### config.mk
export PLATFORM = sky130hd
export DESIGN_NAME = twh_top
export DESIGN_NICKNAME = d
export VERILOG_FILES = /design/src/twh_pkg.sv /design/src/twh_top.sv /design/src/twh_sync.sv
export SDC_FILE = /design/constraint.sdc
export NUM_CORES = 1
export LEC_CHECK = 0
export BUFFER_PORTS_ARGS = -buffer_cell sky130_fd_sc_hd__buf_2
export CORE_MARGIN = 2
export CORE_UTILIZATION = 48
export CTS_CLUSTER_DIAMETER = 40
export CTS_CLUSTER_SIZE = 12
export DETAILED_ROUTE_END_ITERATION = 8
export GPL_ROUTABILITY_DRIVEN = 0
export PLACE_DENSITY_LB_ADDON = 0.05
export SLEW_MARGIN = 30
export SYNTH_ARGS = -nofsm -noshare
export SYNTH_HDL_FRONTEND = slang
export SYNTH_SLANG_ARGS = --single-unit
### constraint.sdc
create_clock -name aclk -period 1.7 [get_ports aclk]
set_input_delay 0.085 -clock aclk [delete_from_list [all_inputs] [get_ports aclk]]
set_output_delay 0.085 -clock aclk [all_outputs]
set_load 0.1 [all_outputs]
### src/twh_pkg.sv
// Package for the two-wire host handshake unit: register map, control
// fields, status codes, bus timing and carrier types.
// Assumes a 10 MHz clock and an AXI4-Lite register bus with 32-bit data.
package twh_pkg;
	localparam logic [3:0] TWH_ADDR_CTRL = 4'h0;
	localparam logic [3:0] TWH_ADDR_STATUS = 4'h4;
	localparam logic [3:0] TWH_ADDR_DATA = 4'h8;
	localparam logic [3:0] TWH_ADDR_CPU = 4'hC;
	localparam int TWH_ADDR_W = 4;

	// Control register bit positions, and the GIE bit of the CPU register.
	localparam int TWH_CTL_IRQ_EN = 0;
	localparam int TWH_CTL_ENABLE = 2;
	localparam int TWH_CTL_STOP = 4;
	localparam int TWH_CTL_START = 5;
	localparam int TWH_CTL_ACK_EN = 6;
	localparam int TWH_CTL_FLAG = 7;
	localparam int TWH_CPU_GIE = 7;

	localparam logic [7:0] TWH_ST_START = 8'h08;
	localparam logic [7:0] TWH_ST_RSTART = 8'h10;
	localparam logic [7:0] TWH_ST_ADDR_ACK = 8'h18;
	localparam logic [7:0] TWH_ST_ADDR_NACK = 8'h20;
	localparam logic [7:0] TWH_ST_DATA_ACK = 8'h28;
	localparam logic [7:0] TWH_ST_DATA_NACK = 8'h30;
	localparam logic [7:0] TWH_ST_NONE = 8'hF8;
	localparam logic [7:0] TWH_ZERO8 = 8'h00;

	localparam logic [1:0] TWH_RESP_OKAY = 2'h0;
	localparam logic [1:0] TWH_RESP_SLVERR = 2'h2;

	// Bus timing: one serial quarter bit in ns, rounded down to cycles.
	localparam int TWH_CLK_NS = 100;
	localparam int TWH_QUARTER_NS = 2500;
	localparam int TWH_QUARTER_CYC_I = TWH_QUARTER_NS / TWH_CLK_NS;
	localparam logic [7:0] TWH_QUARTER_CYC = 8'(TWH_QUARTER_CYC_I);
	localparam logic [7:0] TWH_CNT_ONE = 8'h01;
	localparam logic [3:0] TWH_BIT_LAST = 4'h8;
	localparam logic [3:0] TWH_BIT_ZERO = 4'h0;
	localparam logic [1:0] TWH_PH_LAST = 2'h3;
	localparam logic [1:0] TWH_PH_SAMPLE = 2'h2;

	typedef enum logic [2:0] {
		TWH_IDLE = 3'b000,
		TWH_START = 3'b001,
		TWH_BITS = 3'b010,
		TWH_STOP = 3'b011,
		TWH_WAIT = 3'b100
	} twh_state_e;

	// Open-drain pin, output enable high while pulling low.
	typedef struct packed {
		logic o;
		logic oe;
	} twh_pin_s;
endpackage : twh_pkg

### src/twh_top.sv
// Two-wire host handshake unit: AXI4-Lite registers, completion flag,
// status posting and a simple master engine for START, byte and STOP.
// Assumes open-drain pins resolved outside; pins are asynchronous.
//
// Design decisions made here: the register addresses and the AXI4-Lite register port.
`timescale 1ns/100ps
module twh_top
	import twh_pkg::*;
(
	// Clock and reset
	input wire logic aclk,
	input wire logic aresetn,
	// AXI4-Lite write address and data
	input wire logic awvalid,
	output logic awready,
	input wire logic [twh_pkg::TWH_ADDR_W-1:0] awaddr,
	input wire logic wvalid,
	output logic wready,
	input wire logic [31:0] wdata,
	input wire logic [3:0] wstrb,
	// AXI4-Lite write response
	output logic bvalid,
	input wire logic bready,
	output logic [1:0] bresp,
	// AXI4-Lite read
	input wire logic arvalid,
	output logic arready,
	input wire logic [twh_pkg::TWH_ADDR_W-1:0] araddr,
	output logic rvalid,
	input wire logic rready,
	output logic [31:0] rdata,
	output logic [1:0] rresp,
	// Serial pins
	input wire logic scl_i,
	input wire logic sda_i,
	output twh_pkg::twh_pin_s scl_pin,
	output twh_pkg::twh_pin_s sda_pin,
	// Interrupt request
	output logic irq
);
	import twh_pkg::*;

	logic [1:0] pins_s, ph_r;
	logic [7:0] ctrl_r, status_r, code_r, cnt_r;
	logic [7:0] shift_data_reg, cpu_flags_reg;
	twh_state_e state_r;
	logic [3:0] bit_r;
	logic flag_r, rstart_r, event_r, busy_r, samp_r;
	logic aw_got_r, w_got_r;
	logic [TWH_ADDR_W-1:0] awaddr_r;
	logic [31:0] wdata_r;
	logic [3:0] wstrb_r;
	logic wr_do, ctrl_wr, launch, tick;
	logic scl_low_nxt, sda_low_nxt;

	twh_sync u_sync (.aclk(aclk), .aresetn(aresetn), .d({scl_i, sda_i}),
		.q(pins_s));

	function automatic logic addr_hit(input logic [TWH_ADDR_W-1:0] a,
		input logic [TWH_ADDR_W-1:0] r);
		addr_hit = (a == r);
	endfunction : addr_hit

	// Write channel: address and data are taken in either order.
	assign wr_do = aw_got_r && w_got_r && !bvalid;
	assign ctrl_wr = wr_do && addr_hit(awaddr_r, TWH_ADDR_CTRL) && wstrb_r[0];

	always_ff @(posedge aclk)
	begin
		if (!aresetn)
		begin
			awready <= 1'b1;
			wready <= 1'b1;
			aw_got_r <= 1'b0;
			w_got_r <= 1'b0;
			awaddr_r <= '0;
			wdata_r <= '0;
			wstrb_r <= '0;
			bvalid <= 1'b0;
			bresp <= TWH_RESP_OKAY;
		end
		else
		begin
			if (awvalid && awready)
			begin
				awaddr_r <= awaddr;
				aw_got_r <= 1'b1;
				awready <= 1'b0;
			end
			if (wvalid && wready)
			begin
				wdata_r <= wdata;
				wstrb_r <= wstrb;
				w_got_r <= 1'b1;
				wready <= 1'b0;
			end
			if (wr_do)
			begin
				bvalid <= 1'b1;
				if (addr_hit(awaddr_r, TWH_ADDR_CTRL) ||
					addr_hit(awaddr_r, TWH_ADDR_DATA) ||
					addr_hit(awaddr_r, TWH_ADDR_CPU) ||
					addr_hit(awaddr_r, TWH_ADDR_STATUS))
					bresp <= TWH_RESP_OKAY;
				else
					bresp <= TWH_RESP_SLVERR;
			end
			if (bvalid && bready)
			begin
				bvalid <= 1'b0;
				aw_got_r <= 1'b0;
				w_got_r <= 1'b0;
				awready <= 1'b1;
				wready <= 1'b1;
			end
		end
	end

	// Control register; the flag bit itself is not stored here.
	always_ff @(posedge aclk)
	begin
		if (!aresetn)
			ctrl_r <= TWH_ZERO8;
		else if (ctrl_wr)
			ctrl_r <= wdata_r[7:0];
	end

	always_ff @(posedge aclk)
	begin
		if (!aresetn)
			cpu_flags_reg <= TWH_ZERO8;
		else if (wr_do && addr_hit(awaddr_r, TWH_ADDR_CPU) && wstrb_r[0])
			cpu_flags_reg <= wdata_r[7:0];
	end

	// Software loads the shift register while the flag is set; writes
	// during a transfer are dropped so the byte on the wire stays intact.
	always_ff @(posedge aclk)
	begin
		if (!aresetn)
			shift_data_reg <= TWH_ZERO8;
		else if (wr_do && addr_hit(awaddr_r, TWH_ADDR_DATA) && wstrb_r[0] &&
			!busy_r)
			shift_data_reg <= wdata_r[7:0];
		else if (state_r == TWH_BITS && tick && ph_r == TWH_PH_LAST &&
			bit_r != TWH_BIT_LAST)
			shift_data_reg <= {shift_data_reg[6:0], samp_r};
	end

	// Completion flag: a hardware event wins over a same-cycle clear.
	always_ff @(posedge aclk)
	begin
		if (!aresetn)
			flag_r <= 1'b0;
		else if (event_r)
			flag_r <= 1'b1;
		else if (ctrl_wr && wdata_r[TWH_CTL_FLAG])
			flag_r <= 1'b0;
	end

	// Status follows the flag one cycle later; otherwise the idle code.
	always_ff @(posedge aclk)
	begin
		if (!aresetn)
			status_r <= TWH_ST_NONE;
		else if (flag_r)
			status_r <= code_r;
		else
			status_r <= TWH_ST_NONE;
	end

	always_ff @(posedge aclk)
	begin
		if (!aresetn)
			irq <= 1'b0;
		else
			irq <= flag_r && ctrl_r[TWH_CTL_IRQ_EN] &&
				cpu_flags_reg[TWH_CPU_GIE];
	end

	// Read channel.
	always_ff @(posedge aclk)
	begin
		if (!aresetn)
		begin
			arready <= 1'b1;
			rvalid <= 1'b0;
			rdata <= '0;
			rresp <= TWH_RESP_OKAY;
		end
		else if (arvalid && arready)
		begin
			arready <= 1'b0;
			rvalid <= 1'b1;
			rresp <= TWH_RESP_OKAY;
			rdata <= '0;
			if (addr_hit(araddr, TWH_ADDR_CTRL))
				rdata[7:0] <= {flag_r, ctrl_r[6:0]};
			else if (addr_hit(araddr, TWH_ADDR_STATUS))
				rdata[7:0] <= status_r;
			else if (addr_hit(araddr, TWH_ADDR_DATA))
				rdata[7:0] <= shift_data_reg;
			else if (addr_hit(araddr, TWH_ADDR_CPU))
				rdata[7:0] <= cpu_flags_reg;
			else
				rresp <= TWH_RESP_SLVERR;
		end
		else if (rvalid && rready)
		begin
			rvalid <= 1'b0;
			arready <= 1'b1;
		end
	end

	// An operation launches only from a control write that clears the flag
	// while the unit is enabled and idle.
	assign launch = ctrl_wr && wdata_r[TWH_CTL_FLAG] &&
		wdata_r[TWH_CTL_ENABLE] && !busy_r && !event_r;
	assign tick = (cnt_r == TWH_CNT_ONE);

	// Engine: four quarter phases a bit, clock high in phases 1 and 2. Slaves
	// that stretch the clock are not waited for; this keeps the engine simple.
	always_ff @(posedge aclk)
	begin
		if (!aresetn)
		begin
			state_r <= TWH_IDLE;
			cnt_r <= TWH_QUARTER_CYC;
			ph_r <= '0;
			bit_r <= TWH_BIT_ZERO;
			rstart_r <= 1'b0;
			event_r <= 1'b0;
			busy_r <= 1'b0;
			samp_r <= 1'b1;
			code_r <= TWH_ST_NONE;
		end
		else
		begin
			event_r <= 1'b0;
			cnt_r <= tick ? TWH_QUARTER_CYC : cnt_r - TWH_CNT_ONE;
			case (state_r)
				TWH_IDLE:
				begin
					cnt_r <= TWH_QUARTER_CYC;
					ph_r <= '0;
					if (launch)
					begin
						busy_r <= 1'b1;
						bit_r <= TWH_BIT_ZERO;
						if (wdata_r[TWH_CTL_START])
							state_r <= TWH_START;
						else if (wdata_r[TWH_CTL_STOP])
							state_r <= TWH_STOP;
						else
							state_r <= TWH_BITS;
					end
				end
				TWH_START:
				begin
					if (tick)
					begin
						ph_r <= ph_r + 2'h1;
						if (ph_r == TWH_PH_LAST)
						begin
							code_r <= rstart_r ? TWH_ST_RSTART : TWH_ST_START;
							rstart_r <= 1'b1;
							event_r <= 1'b1;
							state_r <= TWH_WAIT;
						end
					end
				end
				TWH_BITS:
				begin
					if (tick)
					begin
						ph_r <= ph_r + 2'h1;
						if (ph_r == TWH_PH_SAMPLE)
							samp_r <= pins_s[0];
						if (ph_r == TWH_PH_LAST)
						begin
							bit_r <= bit_r + 4'h1;
							if (bit_r == TWH_BIT_LAST)
							begin
								// Acknowledge is sda low at the end of the high phase.
								if (code_r == TWH_ST_START ||
									code_r == TWH_ST_RSTART)
									code_r <= samp_r ? TWH_ST_ADDR_NACK
										: TWH_ST_ADDR_ACK;
								else
									code_r <= samp_r ? TWH_ST_DATA_NACK
										: TWH_ST_DATA_ACK;
								event_r <= 1'b1;
								state_r <= TWH_WAIT;
							end
						end
					end
				end
				TWH_STOP:
				begin
					if (tick)
					begin
						ph_r <= ph_r + 2'h1;
						if (ph_r == TWH_PH_LAST)
						begin
							rstart_r <= 1'b0;
							busy_r <= 1'b0;
							code_r <= TWH_ST_NONE;
							state_r <= TWH_IDLE;
						end
					end
				end
				TWH_WAIT:
				begin
					busy_r <= 1'b0;
					state_r <= TWH_IDLE;
				end
				default: state_r <= TWH_IDLE;
			endcase
		end
	end

	// Pin drive, decided from the engine phase.
	always_comb
	begin
		case (state_r)
			TWH_START:
			begin
				// A repeated start first lets sda up while the clock is low.
				scl_low_nxt = (ph_r == TWH_PH_LAST) ||
					(rstart_r && ph_r == 2'h0);
				sda_low_nxt = ph_r[1];
			end
			TWH_BITS:
			begin
				scl_low_nxt = (ph_r == 2'h0) || (ph_r == TWH_PH_LAST);
				sda_low_nxt = (bit_r != TWH_BIT_LAST) && !shift_data_reg[7];
			end
			TWH_STOP:
			begin
				scl_low_nxt = (ph_r == 2'h0);
				sda_low_nxt = !ph_r[1];
			end
			default:
			begin
				scl_low_nxt = rstart_r;
				sda_low_nxt = rstart_r;
			end
		endcase
		if (flag_r || event_r)
			scl_low_nxt = 1'b1;
	end

	always_ff @(posedge aclk)
	begin
		if (!aresetn)
		begin
			scl_pin <= '0;
			sda_pin <= '0;
		end
		else
		begin
			scl_pin.o <= 1'b0;
			scl_pin.oe <= scl_low_nxt;
			sda_pin.o <= 1'b0;
			sda_pin.oe <= sda_low_nxt;
		end
	end
endmodule : twh_top

### src/twh_sync.sv
// Two-flop synchroniser for the serial pins.
// Assumes inputs asynchronous to aclk.
`timescale 1ns/100ps
module twh_sync
(
	// Clock and reset
	input wire logic aclk,
	input wire logic aresetn,
	// Data
	input wire logic [1:0] d,
	output logic [1:0] q
);
	logic [1:0] meta_r;

	always_ff @(posedge aclk)
	begin
		if (!aresetn)
		begin
			meta_r <= 2'h3;
			q <= 2'h3;
		end
		else
		begin
			meta_r <= d;
			q <= meta_r;
		end
	end
endmodule : twh_sync

==> impl_metrics.csv, run 1 <==
group,metric,value,unit
route,postRouteAntennaNets,0,
cells_and_area,nFillCells,716,
route,drc,0,
critical_path,critPathKind,"reg2reg",
grt,grt_usage,21.1,%
grt,grt_pass1_vias,3022,
sta,fmax,573,MHz
sta,setup_violations,6,
cells_and_area,num_antenna_cells,0,
route,firstDrtPassIters,5,
critical_path,startpoint,"cnt_r[2]",
power,p_per_area,819,nW/µm²
sta,finalHoldViolations,0,
yosys,synth_top_area_cell,"dfxtp_1",
grt,antenna_found_initial,0,
clock_tree,cts_buffers,9,
worst_hold_path,hold_depth,3,
floorplanning,dieHeight,95.2,µm
power,peakVddDrop,469,µV
yosys,synth_most_common_cell,"dfxtp_1",
yosys,synthesis.area,3990,µm²
critical_path,rr_worst_depth,5,
yosys,synthTopCellsByCount,"dfxtp_1 (88), nand2_1 (55), nor2_1 (48), buf_4 (28), a21oi_1 (25)",
route,routed-via-count,3307,
critical_path,setup.worst_path.end_class,"flop",
route,drt_wl_total,9180,µm
route,routed_via_density,5.14,
place,numPortBuffers,42,
sta,max-slew-margin-rel,61.7,%
floorplanning,die_area,9060,µm²
floorplanning,die_w,95.2,µm
run_status,violations,"setup timing",
yosys,synth_cell_types,56,
yosys,avgSynthCellArea,8.97,µm²
yosys,yosys.area.top_type_share,44.1,%
job,maxCapViolations,0,
place,hpwl,6530,µm
sta,rsz0062_at_grt,"true",
clock_tree,htreeDepth,3,
clock_tree,cts_buffer_depth,2,
grt,grt_pass1_wl,14800,µm
cells_and_area,syn2layout_area_growth,23.3,%
yosys,synth-edff-count,0,
critical_path,critPathMaxFanout,6,
route,drt-initial-drc-count,164,
grt,grt_remaining_overflow,0,
sta,skew,0.0156,ns
sta,tightestPinTransition,0.572,ns
floorplanning,coreArea,8130,µm²
yosys,synth_ff_type,"dfxtp_1",
sta,fin_crit,1.74,ns
floorplanning,initial_utilization,49.1,%
yosys,ys_top_cells_by_area,"dfxtp_1 (44%), buf_4 (5.3%), nand2_1 (5.2%), nor2_1 (4.5%), mux2i_1 (4.0%)",
yosys,synth_warnings,0,
run_status,status,"finished with violations",
route,routedWlPerCell,14.3,µm
yosys,ys_seq_elements,88,
worst_hold_path,min_path_type,"in2reg",
critical_path,r2r_slack,-0.04,ns
clock_tree,clkTransAtPathRegs,0.09,ns
power,p_leak,0.00202,µW
worst_hold_path,worstHoldStart,"awaddr[2]",
sta,finalCritPeriodShare,103,%
floorplanning,rows,33,
power,p_total,4030,µW
critical_path,r2r-start,"cnt_r[2]",
yosys,synth_cells,445,
critical_path,crit_path_start_kind,"flop",
sta,maxSlewViolCount,0,
critical_path,arrival,1.98,ns
critical_path,r2r-end,"code_r[5]",
floorplanning,boundaryPins,99,
cells_and_area,layout-drive-gt1-share,25.7,%
clock_tree,worstSkewPairLatency,0.36,ns
yosys,async_reset_ff_share,0,%
clock_tree,cts_tree,"done",
clock_tree,cts.sinks,88,
grt,grt_max_degree,30,
worst_hold_path,hold_path_end,"awaddr_r[2]",
clock_tree,root_buffer,"clkbuf_8",
sta,setup_tns,-0.115,ns
cells_and_area,multi_input_area,2120,µm²
critical_path,cp_data_required_time,1.94,ns
cells_and_area,seqCellArea,1770,µm²
sta,setup_slack,-0.0441,ns
yosys,ys_seq_area_share,44.1,%
cells_and_area,fin_nets,594,
cells in the final DEF, fill, tap and decap left out, types with 3 or more instances in the layout:
| cell | synthesis | final |
|---|---|---|
| dfxtp_1 | 88 | 82 |
| nor4b_1 | 3 | 3 |
| inv_1 | 11 | 10 |
| conb_1 | 1 | 28 |
| mux2i_1 | 16 | 16 |
| nand3_1 | 17 | 16 |
| mux2_2 | 3 | 3 |
| nand2b_1 | 8 | 7 |
| a22o_1 | 3 | 3 |
| dlygate4sd3_1 | 0 | 18 |
| a31oi_1 | 10 | 10 |
| nor2_1 | 48 | 48 |
| clkinvlp_4 | 0 | 3 |
| nand2_1 | 55 | 54 |
| xnor2_1 | 6 | 6 |
| dfxtp_2 | 0 | 5 |
| nand4_1 | 5 | 5 |
| mux4_2 | 5 | 5 |
| nand3b_1 | 3 | 3 |
| or2_2 | 6 | 6 |
| ha_1 | 8 | 6 |
| a21oi_1 | 25 | 23 |
| o21ai_0 | 15 | 15 |
| buf_4 | 28 | 34 |
| buf_2 | 0 | 42 |
| nor3_1 | 4 | 3 |
| or3_1 | 5 | 4 |
| a22oi_1 | 8 | 8 |
| clkbuf_8 | 0 | 9 |
| nor2b_1 | 3 | 3 |
| o211ai_1 | 3 | 3 |
| xor2_1 | 3 | 3 |
worst max-delay path, stage by stage, from the launching register on:
cell and delay (ns):
dfxtp_2 0.33, or4_4 0.57, a2111oi_4 0.28, buf_4 0.21, mux2i_1 0.18, nand2_1 0.06
logic make-up (layout without fill, tap and decap cells):
group	Yosys count	count (layout)	share of synthesized area (%)
AOI/OAI and AO/OA	81	81	13.5
xor gates and xnor gates	9	9	1.97
adders and majority gates	8	8	2.51
buffers and inverters	58	124	8.27
DFF	88	88	44.1
muxes	24	24	7.68
other	1	28	0.0939
and+or+nand+nor	176	176	21.9
per-layer routing:
metal  wire length [µm]  up-vias  part of all wire, %  track usage, %
met2               4190       68                   46            33.0
met4                116        0                  1.3            6.88
li1                   -     1683                    -               -
met3                313       11                  3.4            3.08
met1               4560     1545                   50            30.0
met5                  0        -                    0               0
through the flow:
stage	utilization, %	area, µm²	std cells	setup slack (ns)	hold WS, ns
3_3_place_gp	54.7	4450	608	-0.0260	0.268
6_report	60.5	4920	643	-0.0441	0.0174
4_1_cts	59.5	4840	643	-0.0521	0.00609
3_5_place_dp	54.7	4450	608	-0.136	0.278
5_1_grt	60.5	4920	643	-0.126	0.0182
2_1_floorplan	-	4120	472	-0.139	0.185
report_power, final:
part           switching, µW  internal [µW]
logic                    492            116
clock network            750            536
registers               39.1           2100
what timing repair did:
| action | 4_1_cts | 5_1_grt |
|---|---|---|
| endpoints found under the setup margin | 22 | 27 |
| gates cloned | 0 | 0 |
| buffers inserted | 1 | 0 |
| hold endpoints to repair | 16 | 0 |
| gates resized for setup | 7 | 16 |
| pin swaps | 3 | 15 |
| hold buffers | 18 | 0 |
worst max path at each step:
stage | slack, ns | cells after the start | endpoint
after global routing | -0.13 | 5 | code_r[5]
final | -0.04 | 5 | code_r[5]
after CTS | -0.05 | 5 | code_r[5]
after global placement | -0.03 | 6 | state_r[2]
after floorplan | -0.14 | 5 | code_r[3]
after detailed placement | -0.14 | 6 | state_r[2]
final cells by class:
| type | instances | area share (%) |
|---|---|---|
| multi-input cells | 326 | 43.0 |
| well taps | 105 | 2.67 |
| inverters | 11 | 0.839 |
| clock inverters | 6 | 0.915 |
| repair buffers | 97 | 14.0 |
| flip-flops and latches | 88 | 36.0 |
| clock buffers | 10 | 2.59 |
(Power assumes the default switching activity.)
==> run 2, diff against run 1 <==
BUFFER_PORTS_ARGS = -buffer_cell sky130_fd_sc_hd__buf_4   (was -buffer_cell sky130_fd_sc_hd__buf_2)
==> run 2 against run 1 <==
The flow still finishes with violations (setup timing); sequential share of layout area down 0.75 points; power rose by 1.1%; combinational power increased by 4.8%; setup slack worse by 0.019 ns; register-to-register slack lost 0.02 ns; non-clock buffer count up 1; via count about the same; utilization up 1.3 points.
==> impl_metrics.csv, run 2 (synthesis gave the netlist of run 1 again) <==
group,metric,value,unit
run_status,status,"finished with violations",
run_status,violations,"setup timing",
route,routedWlPerCell,13.9,µm
clock_tree,worstSkewPairLatency,0.36,ns
job,maxCapViolations,0,
critical_path,crit_path_start_kind,"flop",
critical_path,cp_top_family,"compound AO/OA/AOI/OAI gates",
sta,rsz0062_at_grt,"true",
critical_path,setup.worst_path.end_class,"flop",
floorplanning,initial_utilization,49.1,%
critical_path,critPathMaxFanout,6,
floorplanning,boundaryPins,99,
cells_and_area,stdcell_count,644,
sta,setup_violations,3,
sta,setup_slack,-0.0630,ns
route,drt_wl_total,8940,µm
sta,maxSlewViolCount,0,
critical_path,critPathKind,"reg2reg",
sta,skew,0.0106,ns
critical_path,cpPeakStageDelay,0.42,ns
clock_tree,cts_buffers,9,
sta,fin_crit,1.76,ns
cells_and_area,fin_nets,595,
critical_path,worst_path_max_delay_cell,"a2111oi_4",
power,p_per_area,810,nW/µm²
floorplanning,die_area,9060,µm²
clock_tree,cts.sinks,88,
route,drt-initial-drc-count,153,
clock_tree,root_buffer,"clkbuf_8",
critical_path,arrival,2.01,ns
critical_path,cp_num_buf_inv,1,
sta,tightestPinTransition,0.561,ns
power,peakVddDrop,463,µV
route,routed_via_density,5.13,
clock_tree,cts_buffer_depth,2,
cells_and_area,num_antenna_cells,0,
clock_tree,htreeDepth,3,
cells_and_area,nFillCells,730,
place,placed_cells,606,
cells_and_area,final_common_cell,"dfxtp_1",
place,place_ws,-0.0522,ns
cells_and_area,syn2layout_area_growth,25.9,%
floorplanning,coreArea,8130,µm²
grt,grt_usage,20.9,%
cells_and_area,final_cell_mix,"dfxtp_1 (82), buf_4 (73), nand2_1 (54), nor2_1 (47), conb_1 (28)",
grt,grt_pass1_vias,2975,
floorplanning,dieHeight,95.2,µm
sta,finalCritPeriodShare,104,%
sta,finalHoldViolations,0,
route,postRouteAntennaNets,0,
floorplanning,die_w,95.2,µm
power,p_leak,0.00205,µW
grt,antenna_found_initial,0,
worst_hold_path,min_path_type,"in2reg",
route,firstDrtPassIters,4,
clock_tree,clkTransAtPathRegs,0.09,ns
grt,grt_pass1_wl,14500,µm
route,drc,0,
sta,max-slew-margin-rel,62.4,%
critical_path,cp_cell_sequence,"ha_4 -> nand4bb_1 -> a2111oi_4 -> buf_4 -> mux2i_1 -> nand2_1",
cells_and_area,fin_util,61.8,%
critical_path,cp_data_required_time,1.95,ns
grt,grt_max_degree,52,
grt,grt_remaining_overflow,0,
place,hpwl,6300,µm
sta,fmax,567,MHz
floorplanning,rows,33,
sta,whs,0.0238,ns
place,numPortBuffers,42,
cells_and_area,layout-drive-gt1-share,25.6,%
clock_tree,cts_tree,"done",
route,routed-via-count,3305,
run 2: worst paths after layout:
kind | cells past startpoint | start | end | slack [ns]
setup / recovery | 6 | ph_r[1] | code_r[5] | -0.06
setup reg to reg | 6 | ph_r[1] | code_r[5] | -0.06
hold reg to reg | 1 | cnt_r[0] | cnt_r[0] | 0.41
hold / removal | 3 | araddr[1] | rresp[1] | 0.02
run 2: stage by stage:
| step | instance area [µm²] | TNS [ns] | power (µW) |
|---|---|---|---|
| 2_1_floorplan | 4120 | -0.149 | 2710 |
| 3_3_place_gp | 4540 | -0.00520 | 2780 |
| 3_5_place_dp | 4540 | -0.159 | 2780 |
| 4_1_cts | 4960 | -0.0811 | 4100 |
| 5_1_grt | 5030 | -1.07 | 4240 |
| 6_report | 5030 | -0.0779 | 4080 |
run 2: final cells by class:
| cell class | count | area (µm²) | area share, % |
|---|---|---|---|
| timing repair buffer | 98 | 812 | 16.1 |
| clock buffer | 10 | 128 | 2.54 |
| multi-input combinational | 326 | 2100 | 41.8 |
| sequential | 88 | 1770 | 35.2 |
| clock inverter | 6 | 45.0 | 0.896 |
| tap | 105 | 131 | 2.61 |
| inverter | 11 | 41.3 | 0.821 |
run 2: what timing repair did:
action | CTS | global route
buffers inserted | 1 | 0
resized for setup | 8 | 16
endpoints found under the hold margin | 20 | 0
hold buffers | 21 | 0
pin swaps | 1 | 8
setup endpoints to repair | 18 | 27
run 2: tightest hold or removal path, stage by stage:
cell    delay (ns)
buf_4         0.08
nor3_2        0.08
nor2_1        0.10
run 2: power breakdown:
part | total [µW] | internal (µW) | switching (µW)
combinational | 637 | 144 | 493
clock | 1300 | 536 | 764
sequential | 2140 | 2100 | 40.4
run 2: metal layers:
metal / global-route usage, % / up-vias / part of all wire, %
met5: 0 / - / 0
met4: 6.88 / 0 / 1.5
met3: 4.27 / 12 / 4.7
met2: 32.2 / 76 / 45
met1: 29.2 / 1531 / 49
li1: - / 1686 / -
==> run 3, diff against run 2 <==
CORE_UTILIZATION = 50   (was 48)
CTS_BUF_LIST = sky130_fd_sc_hd__clkbuf_4   (was not set)
==> run 3 against run 2 <==
The run still ends with setup timing left; setup slack got worse by 0.0062 ns; first-iteration DRC count rose by 2.6%; sequential power hardly changed; flip-flop and latch count is the same; power up 7.8%; non-clock buffer count grew 2; utilization grew 4.6 points; clock power rose by 24%; global-route usage is 1.2 points higher; clock-buffer cell count stayed put; critical path depth is 1 lower; via count rose by 3.0%; highest routed layer unchanged.
==> impl_metrics.csv, run 3 (synthesis gave the netlist of run 1 again) <==
group,metric,value,unit
worst_hold_path,worstHoldStart,"araddr[0]",
power,p_per_area,856,nW/µm²
clock_tree,root_buffer,"clkbuf_4",
critical_path,r2r_slack,-0.07,ns
clock_tree,cts_buffer_depth,2,
floorplanning,coreArea,7730,µm²
clock_tree,cts_tree,"done",
worst_hold_path,hold_depth,4,
route,drc,0,
clock_tree,cts.sinks,88,
worst_hold_path,hold_path_end,"rdata[2]",
critical_path,r2r-start,"cnt_r[2]",
floorplanning,rows,32,
floorplanning,dieHeight,93.4,µm
job,maxCapViolations,0,
sta,skew,0.0193,ns
cells_and_area,num_antenna_cells,0,
sta,rsz0062_at_grt,"true",
floorplanning,boundaryPins,99,
power,peakVddDrop,473,µV
critical_path,cp_cell_sequence,"or4_4 -> a2111oi_4 -> buf_4 -> mux2i_1 -> nand2_1",
critical_path,setup.worst_path.end_class,"flop",
place,place_area,4520,µm²
cells_and_area,final_cell_mix,"dfxtp_1 (80), buf_4 (73), nand2_1 (53), nor2_1 (47), conb_1 (28)",
place,place_ws,-0.0432,ns
sta,setup_slack,-0.0692,ns
grt,grt_pass1_vias,3208,
run_status,status,"finished with violations",
route,postRouteAntennaNets,0,
floorplanning,die_area,8720,µm²
grt,grt_max_degree,52,
critical_path,critPathMaxFanout,5,
sta,fmax,565,MHz
clock_tree,htreeDepth,3,
cells_and_area,layout-drive-gt1-share,25.7,%
sta,finalCritPeriodShare,104,%
route,firstDrtPassIters,4,
place,hpwl,6440,µm
sta,finalHoldViolations,0,
critical_path,cpPeakStageDelay,0.58,ns
cells_and_area,nFillCells,652,
grt,grt_usage,22.0,%
run_status,violations,"setup timing",
cells_and_area,stdcell_count,643,
cells_and_area,multi_input_area,2140,µm²
floorplanning,initial_utilization,51.7,%
critical_path,arrival,2.09,ns
route,routed_via_density,5.29,
sta,setup_tns,-0.234,ns
critical_path,cp_data_required_time,2.02,ns
critical_path,startpoint,"cnt_r[2]",
critical_path,worst_path_max_delay_cell,"or4_4",
clock_tree,clkTransAtPathRegs,0.14,ns
cells_and_area,seqCellArea,1780,µm²
sta,fin_crit,1.77,ns
critical_path,cp_top_family,"simple AND/OR/NAND/NOR gates",
route,drt_wl_total,9220,µm
clock_tree,worstSkewPairLatency,0.43,ns
grt,grt_pass1_wl,15200,µm
place,placed_cells,599,
critical_path,cp_num_buf_inv,1,
cells_and_area,syn2layout_area_growth,28.5,%
critical_path,rr_worst_depth,5,
critical_path,crit_path_start_kind,"flop",
sta,whs,0.0202,ns
worst_hold_path,min_path_type,"in2reg",
route,drt-initial-drc-count,157,
route,routedWlPerCell,14.3,µm
route,routed-via-count,3403,
clock_tree,cts_buffers,9,
sta,maxSlewViolCount,0,
cells_and_area,final_common_cell,"dfxtp_1",
floorplanning,die_w,93.4,µm
critical_path,critPathKind,"reg2reg",
critical_path,r2r-end,"code_r[5]",
power,p_leak,0.00209,µW
grt,grt_remaining_overflow,0,
sta,setup_violations,9,
cells_and_area,fin_area,5130,µm²
place,numPortBuffers,42,
grt,antenna_found_initial,0,
cells_and_area,fin_nets,597,
[run 3: what timing repair did]
action	CTS	global route
resized for setup	4	25
endpoints found under the hold margin	32	0
hold buffers	24	0
cloned	0	0
setup endpoints to repair	22	30
buffers inserted	2	2
pin swaps	1	5
[run 3: worst max path at each step]
stage | endpoint | slack (ns) | cells after the start
finish | code_r[5] | -0.07 | 5
CTS | code_r[5] | -0.06 | 5
global placement | code_r[5] | -0.004 | 5
floorplan | code_r[3] | -0.14 | 5
detailed placement | rstart_r | -0.04 | 5
global route | code_r[5] | -0.10 | 5
[run 3: area by class of cell]
cell class / count / area share (%)
clock inverters: 6 / 2.58
repair buffers: 100 / 16.4
inverters: 11 / 0.805
well taps: 102 / 2.49
flip-flops and latches: 88 / 34.6
clock buffers: 10 / 1.46
multi-input cells: 326 / 41.7
[run 3: routing by layer]
| layer | vias to the layer above | global-route usage (%) | share of wire [%] |
|---|---|---|---|
| li1 | 1695 | - | - |
| met1 | 1618 | 29.3 | 47 |
| met2 | 77 | 36.4 | 48 |
| met3 | 13 | 3.46 | 3.3 |
| met4 | 0 | 7.84 | 1.6 |
| met5 | - | 0 | 0 |
[run 3: where the power goes]
part | total, µW | switching, µW | internal (µW) | leakage (µW)
clock | 1610 | 704 | 908 | 0.000108
sequential | 2140 | 41.5 | 2100 | 0.000716
combinational | 642 | 494 | 148 | 0.00127
[run 3: per-stage QoR]
step	util, %	total power (µW)
6_report	66.4	4390
5_1_grt	66.4	4560
4_1_cts	64.5	4410
3_5_place_dp	58.5	2780
3_3_place_gp	58.5	2770
2_1_floorplan	-	2710
[run 3: worst register-to-register path: stages (launching register included)]
cell and delay [ns]:
dfxtp_2 0.35, or4_4 0.58, a2111oi_4 0.27, buf_4 0.21
mux2i_1 0.20, nand2_1 0.06
